File: config.mk
export PLATFORM = sky130hd
export DESIGN_NAME = xps_ctrl
export DESIGN_NICKNAME = d
export VERILOG_FILES = /design/src/xps_pkg.sv /design/src/xps_sync.sv /design/src/xps_array.sv /design/src/xps_ctrl.sv
export SDC_FILE = /design/constraint.sdc
export NUM_CORES = 1
export LEC_CHECK = 0
export ABC_AREA = 1
export CORE_MARGIN = 2
export CORE_UTILIZATION = 29
export CTS_CLUSTER_DIAMETER = 60
export CTS_CLUSTER_SIZE = 8
export DETAILED_ROUTE_END_ITERATION = 10
export DONT_BUFFER_PORTS = 1
export PLACE_DENSITY = 0.47
export SYNTH_ARGS = -nofsm -noshare
export SYNTH_HDL_FRONTEND = slang
export SYNTH_SLANG_ARGS = --single-unit
File: constraint.sdc
create_clock -name clock -period 2.4 [get_ports clock]
set_input_delay 0.12 -clock clock [delete_from_list [all_inputs] [get_ports clock]]
set_output_delay 0.12 -clock clock [all_outputs]
set_load 0.02 [all_outputs]
File: src/xps_pkg.sv
// Shared constants and types for the crosspoint switch controller
`default_nettype none
package xps_pkg;

  // ---------------------------------------------------------------
  // Array geometry
  // ---------------------------------------------------------------
  localparam int ROWS = 12;
  localparam int COLS = 8;
  localparam int NSW = 96;

  // ---------------------------------------------------------------
  // Bus framing
  // ---------------------------------------------------------------
  localparam logic [3:0] ADDR_HI = 4'hE;
  localparam logic [3:0] BIT_LAST = 4'h8;
  localparam logic [3:0] CNT_ZERO = 4'h0;
  localparam logic [3:0] CNT_ONE = 4'h1;

  // ---------------------------------------------------------------
  // Command field positions (16-bit command after the address byte)
  // ---------------------------------------------------------------
  localparam int CMD_ON_BIT = 15;
  localparam int ROW_HI = 14;
  localparam int ROW_LO = 11;
  localparam int COL_HI = 10;
  localparam int COL_LO = 8;
  localparam int LOAD_BIT = 0;

  // ---------------------------------------------------------------
  // Row code decode
  // ---------------------------------------------------------------
  localparam logic [3:0] ROW_GAP_LO = 4'h6;
  localparam logic [3:0] ROW_UP_LO = 4'h8;
  localparam logic [3:0] ROW_UP_HI = 4'hD;
  localparam logic [3:0] ROW_SHIFT = 4'h2;

  // ---------------------------------------------------------------
  // Types
  // ---------------------------------------------------------------
  typedef enum logic [2:0] {
    ST_IDLE = 3'h0,
    ST_ADDR = 3'h1,
    ST_ACKA = 3'h2,
    ST_WDAT = 3'h3,
    ST_ACKW = 3'h4,
    ST_RDAT = 3'h5,
    ST_ACKR = 3'h6,
    ST_SKIP = 3'h7
  } xps_state_t;

  typedef struct packed {
    logic on;
    logic [3:0] row;
    logic [2:0] col;
    logic load;
  } xps_cmd_t;

  typedef struct packed {
    logic scl;
    logic sda;
    logic swReset_b;
    logic [2:0] addrSel;
  } xps_pins_t;

  typedef struct packed {
    xps_state_t st;
    logic [3:0] bitCnt;
    logic [7:0] sh;
    logic [7:0] hiByte;
    logic byteIdx;
    logic rw;
    logic nack;
    logic sdaOe;
    logic sdaOut;
    logic sclPrev;
    logic sdaPrev;
    logic cmdValid;
    xps_cmd_t cmd;
    logic [3:0] rbRow;
  } xps_ctl_t;

  // Row code is usable (codes 6,7,14,15 are reserved)
  function automatic logic rowValid(input logic [3:0] code);
    rowValid = (code < ROW_GAP_LO) || ((code >= ROW_UP_LO) && (code <= ROW_UP_HI));
  endfunction : rowValid

  // Row code to row line index 0..11
  function automatic logic [3:0] rowIndex(input logic [3:0] code);
    rowIndex = (code < ROW_GAP_LO) ? code : 4'(code - ROW_SHIFT);
  endfunction : rowIndex

endpackage : xps_pkg
`default_nettype wire

File: src/xps_sync.sv
// Three-stage pin synchroniser with agreement filter
`default_nettype none
module xps_sync #(
  parameter int W = 6
) (
  input wire logic clock,          // System clock
  input wire logic rst_b,          // Async reset, active low
  input wire logic clkEn,          // Clock enable
  input wire logic [W-1:0] din,    // Raw pin levels
  output logic [W-1:0] dout        // Filtered levels
);

  typedef struct packed {
    logic [W-1:0] s1;
    logic [W-1:0] s2;
    logic [W-1:0] s3;
    logic [W-1:0] q;
  } xps_sync_st_t;

  xps_sync_st_t s_r;
  xps_sync_st_t s_nxt;

  // Output follows once the second and third stages agree
  always_comb
  begin
    s_nxt = s_r;
    s_nxt.s1 = din;
    s_nxt.s2 = s_r.s1;
    s_nxt.s3 = s_r.s2;
    for (int i = 0; i < W; i++)
    begin
      if (s_r.s2[i] == s_r.s3[i])
      begin
        s_nxt.q[i] = s_r.s3[i];
      end
    end
  end

  // State register, idles high like the bus
  always_ff @(posedge clock or negedge rst_b)
  begin
    if (!rst_b)
    begin
      s_r <= '1;
    end
    else if (clkEn)
    begin
      s_r <= s_nxt;
    end
  end

  assign dout = s_r.q;

endmodule : xps_sync
`default_nettype wire

File: src/xps_array.sv
// Pending and live switch state of the 12 x 8 array
`default_nettype none
module xps_array (
  input wire logic clock,               // System clock
  input wire logic rst_b,               // Power-on reset, active low
  input wire logic clkEn,               // Clock enable
  input wire logic clr_b,               // Synced reset pin, active low
  input wire logic cmdValid,            // One-cycle command strobe
  input wire xps_pkg::xps_cmd_t cmd,    // Decoded command
  input wire logic [3:0] rbRow,         // Row code for readback
  output logic [xps_pkg::NSW-1:0] live, // Switch closed flags
  output logic [7:0] rbByte             // Columns of readback row
);

  typedef struct packed {
    logic [xps_pkg::NSW-1:0] pend;
    logic [xps_pkg::NSW-1:0] live;
  } xps_arr_t;

  xps_arr_t s_r;
  xps_arr_t s_nxt;
  logic [6:0] idx;

  // Flat switch number, row-major
  function automatic logic [6:0] swIdx(input logic [3:0] code, input logic [2:0] col);
    swIdx = 7'(xps_pkg::rowIndex(code) * xps_pkg::COLS) + 7'(col);
  endfunction : swIdx

  assign idx = swIdx(cmd.row, cmd.col);

  // Reset pin wins, then store and optional load
  always_comb
  begin
    s_nxt = s_r;
    if (!clr_b)
    begin
      s_nxt = '0;
    end
    else if (cmdValid)
    begin
      s_nxt.pend[idx] = cmd.on;
      if (cmd.load)
      begin
        s_nxt.live = s_nxt.pend;
      end
    end
  end

  // State register, all open at power-on
  always_ff @(posedge clock or negedge rst_b)
  begin
    if (!rst_b)
    begin
      s_r <= '0;
    end
    else if (clkEn)
    begin
      s_r <= s_nxt;
    end
  end

  assign live = s_r.live;
  assign rbByte = s_r.live[swIdx(rbRow, 3'h0) +: 8];
endmodule : xps_array
`default_nettype wire

File: src/xps_ctrl.sv
// Two-wire slave controller for the 12 x 8 crosspoint array
//
// How it works
// - Slave address is 1110 followed by the three address select pins.
// - Twelve rows by eight columns, every crossing stored independently.
// - Reset pin low opens all 96 switches and clears the registers.
// - Power-on reset opens every switch; pin samples reset high, other registers zero.
// - Word with load flag 1 applies switch state once fully received.
// - Load flag 0 only stores; a later flag 1 applies all pending.
// - Master can read back switch states at standard and fast speeds.
// - Device is slave only; never drives the clock, samples master clock.
// - Standard and fast speeds always; high speed only on special variant.
// - After start, shift eight bits MSB first: address then direction.
// - Match: pull data low in ninth pulse; mismatch: stay idle until start.
// - Direction 1 is a read, direction 0 is a write.
// - Byte is nine pulses: eight data bits then receiver acknowledge.
// - Data changes only while clock low, steady while clock high.
// - Write is address byte plus two command bytes, 24 bits.
// - Bit 15 state, 14..11 row, 10..8 column, bit 0 load flag.
`default_nettype none
module xps_ctrl (
  input wire logic clock,                    // System clock, 20 MHz
  input wire logic rst_b,                    // Power-on reset, active low
  input wire logic clkEn,                    // Clock enable
  input wire logic sclPin,                   // Serial clock pin level
  input wire logic sdaPin,                   // Serial data pin level
  output logic sdaOut,                       // Serial data drive level
  output logic sdaOe,                        // Serial data drive enable
  input wire logic [2:0] addrSelPin,         // Address select pins
  input wire logic swResetPin_b,             // Switch reset pin, active low
  output logic [xps_pkg::NSW-1:0] swState    // Switch closed flags
);

  // ---------------------------------------------------------------
  // Pin synchronisers
  // ---------------------------------------------------------------
  xps_pkg::xps_pins_t ps;
  xps_pkg::xps_pins_t rawPins;

  // Serial clock is only ever sampled, never driven
  assign rawPins = {sclPin, sdaPin, swResetPin_b, addrSelPin};

  // Oversampling at 20 MHz covers standard and fast speeds
  xps_sync #(
    .W(6)
  ) u_sync (
    .clock(clock),
    .rst_b(rst_b),
    .clkEn(clkEn),
    .din(rawPins),
    .dout(ps)
  );

  // ---------------------------------------------------------------
  // Switch array
  // ---------------------------------------------------------------
  xps_pkg::xps_ctl_t s_r;
  xps_pkg::xps_ctl_t s_nxt;
  logic [7:0] rbByte;

  xps_array u_array (
    .clock(clock),
    .rst_b(rst_b),
    .clkEn(clkEn),
    .clr_b(ps.swReset_b),
    .cmdValid(s_r.cmdValid),
    .cmd(s_r.cmd),
    .rbRow(s_r.rbRow),
    .live(swState),
    .rbByte(rbByte)
  );

  // ---------------------------------------------------------------
  // Bus condition detection
  // ---------------------------------------------------------------
  logic startCond;
  logic stopCond;
  logic sclRise;
  logic sclFall;
  logic addrHit;
  logic [15:0] word;

  // Start and stop need the clock high on both samples
  assign startCond = ps.scl && s_r.sclPrev && s_r.sdaPrev && !ps.sda;
  assign stopCond = ps.scl && s_r.sclPrev && !s_r.sdaPrev && ps.sda;
  assign sclRise = ps.scl && !s_r.sclPrev;
  assign sclFall = !ps.scl && s_r.sclPrev;
  // High-speed master codes never match, so they are ignored
  assign addrHit = s_r.sh[7:1] == {xps_pkg::ADDR_HI, ps.addrSel};
  assign word = {s_r.hiByte, s_r.sh};

  // ---------------------------------------------------------------
  // Protocol state machine
  // ---------------------------------------------------------------
  always_comb
  begin
    s_nxt = s_r;
    s_nxt.cmdValid = 1'b0;
    s_nxt.sdaOut = 1'b0;
    s_nxt.sclPrev = ps.scl;
    s_nxt.sdaPrev = ps.sda;
    if (startCond)
    begin
      s_nxt.st = xps_pkg::ST_ADDR;
      s_nxt.bitCnt = xps_pkg::CNT_ZERO;
      s_nxt.sdaOe = 1'b0;
    end
    else if (stopCond)
    begin
      s_nxt.st = xps_pkg::ST_IDLE;
      s_nxt.sdaOe = 1'b0;
    end
    else if (sclRise)
    begin
      // Sample on the rising clock edge
      unique case (s_r.st)
        xps_pkg::ST_ADDR, xps_pkg::ST_WDAT:
        begin
          s_nxt.sh = {s_r.sh[6:0], ps.sda};
          s_nxt.bitCnt = s_r.bitCnt + xps_pkg::CNT_ONE;
        end
        xps_pkg::ST_RDAT:
        begin
          s_nxt.bitCnt = s_r.bitCnt + xps_pkg::CNT_ONE;
        end
        xps_pkg::ST_ACKR:
        begin
          s_nxt.nack = ps.sda;
        end
        xps_pkg::ST_IDLE, xps_pkg::ST_ACKA, xps_pkg::ST_ACKW, xps_pkg::ST_SKIP:
        begin
        end
      endcase
    end
    else if (sclFall)
    begin
      // Drive changes only on the falling clock edge
      unique case (s_r.st)
        xps_pkg::ST_ADDR:
        begin
          if (s_r.bitCnt == xps_pkg::BIT_LAST)
          begin
            if (addrHit)
            begin
              s_nxt.st = xps_pkg::ST_ACKA;
              s_nxt.rw = s_r.sh[0];
              s_nxt.sdaOe = 1'b1;
            end
            else
            begin
              s_nxt.st = xps_pkg::ST_SKIP;
            end
          end
        end
        xps_pkg::ST_WDAT:
        begin
          if (s_r.bitCnt == xps_pkg::BIT_LAST)
          begin
            s_nxt.st = xps_pkg::ST_ACKW;
            s_nxt.sdaOe = 1'b1;
            s_nxt.byteIdx = !s_r.byteIdx;
            if (!s_r.byteIdx)
            begin
              s_nxt.hiByte = s_r.sh;
            end
            else if (xps_pkg::rowValid(word[xps_pkg::ROW_HI:xps_pkg::ROW_LO]))
            begin
              s_nxt.cmdValid = 1'b1;
              s_nxt.cmd.on = word[xps_pkg::CMD_ON_BIT];
              s_nxt.cmd.row = word[xps_pkg::ROW_HI:xps_pkg::ROW_LO];
              s_nxt.cmd.col = word[xps_pkg::COL_HI:xps_pkg::COL_LO];
              s_nxt.cmd.load = word[xps_pkg::LOAD_BIT];
              s_nxt.rbRow = word[xps_pkg::ROW_HI:xps_pkg::ROW_LO];
            end
          end
        end
        xps_pkg::ST_ACKA:
        begin
          s_nxt.bitCnt = xps_pkg::CNT_ZERO;
          s_nxt.byteIdx = 1'b0;
          if (s_r.rw)
          begin
            s_nxt.st = xps_pkg::ST_RDAT;
            s_nxt.sh = rbByte;
            s_nxt.sdaOe = !rbByte[7];
          end
          else
          begin
            s_nxt.st = xps_pkg::ST_WDAT;
            s_nxt.sdaOe = 1'b0;
          end
        end
        xps_pkg::ST_ACKW:
        begin
          s_nxt.st = xps_pkg::ST_WDAT;
          s_nxt.bitCnt = xps_pkg::CNT_ZERO;
          s_nxt.sdaOe = 1'b0;
        end
        xps_pkg::ST_RDAT:
        begin
          if (s_r.bitCnt == xps_pkg::BIT_LAST)
          begin
            s_nxt.st = xps_pkg::ST_ACKR;
            s_nxt.sdaOe = 1'b0;
          end
          else
          begin
            s_nxt.sh = {s_r.sh[6:0], 1'b0};
            s_nxt.sdaOe = !s_r.sh[6];
          end
        end
        xps_pkg::ST_ACKR:
        begin
          if (s_r.nack)
          begin
            s_nxt.st = xps_pkg::ST_SKIP;
          end
          else
          begin
            s_nxt.st = xps_pkg::ST_RDAT;
            s_nxt.sh = rbByte;
            s_nxt.sdaOe = !rbByte[7];
            s_nxt.bitCnt = xps_pkg::CNT_ZERO;
          end
        end
        xps_pkg::ST_IDLE, xps_pkg::ST_SKIP:
        begin
        end
      endcase
    end
  end

  // State register, idle and released at power-on
  always_ff @(posedge clock or negedge rst_b)
  begin
    if (!rst_b)
    begin
      s_r <= '{st: xps_pkg::ST_IDLE, sclPrev: 1'b1, sdaPrev: 1'b1, default: '0};
    end
    else if (clkEn)
    begin
      s_r <= s_nxt;
    end
  end

  assign sdaOe = s_r.sdaOe;
  assign sdaOut = s_r.sdaOut;
endmodule : xps_ctrl
`default_nettype wire

==> summary.md <==
| Metric | Value |
|---|---|
| Longest Clk Path Bufs | 3 |
| CP max FO | 11 |
| Nets@finish | 1709 |
| ANT cells | 0 |
| Total Routed Length | 46300 microns |
| Pin count of the biggest net entering global routing | 256 |
| #FFs+latches synth | 255 |
| CTS tree | built |
| Max_cap viols | 0 |
| Crit. End Element | flip-flop |
| Failing checks | negative hold slack |
| Cells after Synth | 1799 |
| Final Hold Fails | 255 |
| First-pass GRT wire length | 71300 microns |
| Synth Net Count | 1814 |
| Core box area | 47500 sq um |
| Crit path kind | reg2reg |
| Syn avg cell area | 7.72 sq um |
| Post-DRT Antenna Nets | 0 |
| Final period utilization | 93.5% |
| Top cells by area, synth | dfrtp_1 41%, nand2_1 12%, o21ai_0 7.7%, nand3_1 6.9%, buf_4 5.4% |
| Slew margin rel. | 39.1% |
| RSZ-0062 raised after global routing | yes |
| CTS Hold Buffers Added | 7 |
| Utilization after layout | 31.8% |
| Initial antenna violation count | 0 |
| Die X | 223 microns |
| Final hold slack | -0.719 ns |
| Drt drc | 0 |
| Via count | 11800 |
| DRT iter0 DRCs | 1128 |
| Crit path launch type | flip-flop |
| Part of the Yosys area used for sequential elements | 46.2% |
| Setup TNS | 0 ns |
| Leading area contributor after synthesis | dfrtp_1 |
| GP Congestion | 0.854 |
| Wire per inst | 19.9 microns |
| CTS H-Tree Depth | 2 |
| EDFF count, synth | 0 |
| First-pass iteration count of the detailed router | 5 |
| Layout cell share with drive strength beyond 1 | 11.1% |
| Fraction of registers with async set/reset | 100% |
| Clock root buffer | clkbuf_16 |
| Vias per inst | 5.07 |
| Status | finished, violations left |
| Die height | 223 microns |
| Starting density of the core | 29.2% |
| Min-Delay Path Class | in2async |
| Setup Fix Bufs, Post-CTS | 0 |
| Clk sinks | 255 |
| Depth of the worst register-to-register path | 12 |
| CP required | 2.80 ns |
| Remaining Overflow, GRT | 0 |
| Slew Viols, Final | 0 |
| Worst-path clk slew | 0.05 ns |
| Clock Skew | 0.0290 ns |
| Minimum clock period | 2.24 ns |
| Num ports | 107 |
| Port Buf Inserts | 0 |
| Rows | 80 |
| Transition time of the tightest slew-check pin | 0.912 ns |
| Peak VDD IR | 0.426 mV |
| Number of fill cells | 5011 |
| Gr usage total | 18.7% |
| Later-pin clock latency in the skew report | 0.55 ns |
| Synthesized area | 13900 sq um |
| Vias in the first global route | 11400 |
| CTS Buf Count | 40 |
| Synth top area share | 41.2% |
| Leakage | 6.69 nW |
| Yosys warnings | 0 |
| Fmax | 446 MHz |
| Die footprint | 49700 sq um |
| Pwr dens | 745 nW/um^2 |
| Distinct cells, synth | 39 |
| Dominant synthesized flop cell | dfrtp_1 |
| Area Growth Syn to Fin | 8.76% |
| Endpoints failing setup | 0 |
| DP HPWL | 30600 microns |
| Worst EP arrival | 2.64 ns |
-- area by class of cell --
cell class	count	area (sq um)	area share [%]
well taps	615	769	5.09
inverters	121	457	3.02
clock inverters	6	71.3	0.472
clock buffers	50	1080	7.14
multi-input cells	1225	5880	38.9
flip-flops and latches	255	6410	42.4
repair buffers	51	438	2.90
-- worst max-delay path: stages (launching register included) --
cell and delay, ns:
dfrtp_1 0.38, inv_1 0.15, ha_1 0.23, inv_1 0.07
nand2_1 0.10, o21ai_4 0.11, nor2_2 0.16, buf_4 0.24
nand2_4 0.14, inv_2 0.17, nand3_1 0.10, nand3_1 0.16
o21ai_0 0.09
-- layer usage --
layer | track usage [%] | vias to the layer above | part of all wire [%]
met4 | 7.38 | 0 | 3.2
met2 | 28.2 | 388 | 44
met1 | 26.2 | 5694 | 45
met3 | 4.07 | 74 | 7.8
met5 | 0 | - | 0
li1 | - | 5610 | -
-- flip-flops by register name, indices dropped and copies added, names as in the netlist --
name / count
u_sync.s_nxt: 12
u_sync.s_r: 6
sdaOe: 1
u_array.s_r: 96
u_sync.dout: 6
s_r: 38
u_array.live: 96
-- cell usage in the layout (no fill, tap or decap), types with 2 or more instances in the layout --
master,Yosys,final
clkbuf_16,0,41
dlygate4sd3_1,0,7
xor2_1,4,4
nor2_2,4,4
buf_12,0,3
inv_6,0,2
clkbuf_1,54,7
nor3_2,9,9
o21ai_1,62,62
buf_4,100,41
o21ai_0,213,213
nand4_1,38,38
ha_1,6,6
o21bai_1,57,57
nand2_1,461,460
o21ai_4,1,3
o211ai_1,2,2
nand2_4,3,5
nor3_1,4,4
inv_1,93,93
nor2_4,4,4
dfstp_2,26,26
dfrtp_1,229,228
clkinvlp_4,0,2
a21oi_1,46,46
clkbuf_8,0,2
nand3_1,191,191
nor2_1,96,96
nand2_2,12,11
inv_2,27,26
-- what timing repair did --
action / CTS / global route
resized for setup: 0 / 4
endpoints found under the setup margin: 0 / 36
endpoints found under the hold margin: 280 / 255
-- synth_stat cells, types with 2 or more instances --
library cell	n
a21oi_1	46
buf_1	16
buf_2	25
buf_4	100
buf_6	3
clkbuf_1	54
dfrtp_1	229
dfstp_2	26
ha_1	6
inv_1	93
inv_2	27
nand2_1	461
nand2_2	12
nand2_4	3
nand3_1	191
nand4_1	38
nor2_1	96
nor2_2	4
nor2_4	4
nor3_1	4
nor3_2	9
o211ai_1	2
o21ai_0	213
o21ai_1	62
o21ai_2	2
o21bai_1	57
xor2_1	4
-- cell families after synthesis --
| logic type | synth area share, % |
|---|---|
| AND/OR/NAND/NOR | 26.0 |
| AO/OA/AOI/OAI | 15.2 |
| buffers and inverters | 11.7 |
| flip-flops | 46.2 |
| adder cells (fa/ha/maj) | 0.540 |
| XOR/XNOR | 0.252 |
| other | 0.0270 |
| multiplexers | 0.0810 |
-- report_power, final --
group	switching, mW	internal [mW]
clock network	2.04	3.23
registers	0.196	4.54
logic	0.935	0.327
-- through the flow --
step	worst slack (ns)	power, mW	hold WS [ns]	area [sq um]	cells
after global routing	-0.0144	11.8	-0.745	15100	2323
after floorplan	0.465	5.70	-0.176	13900	1799
after global placement	0.184	6.05	-0.159	13900	2260
after detailed placement	0.160	6.06	-0.161	13900	2260
final	0.157	11.3	-0.719	15100	2323
after CTS	0.140	11.4	-0.752	15100	2323
-- worst paths after layout --
kind	to	slack, ns	from
worst max register to register	u_array.live[24]	0.16	s_r[1]
max in group asynchronous	s_r[0]	2.44	rst_b
worst min register to register	u_sync.s_r[10]	0.47	u_sync.s_r[10]
worst max-delay path	u_array.live[24]	0.16	s_r[1]
min in group clock	u_array.s_r[142]	0.05	clkEn
worst min-delay path	u_array.live[57]	-0.72	rst_b
No activity file was read; power rests on OpenSTA's default activity.
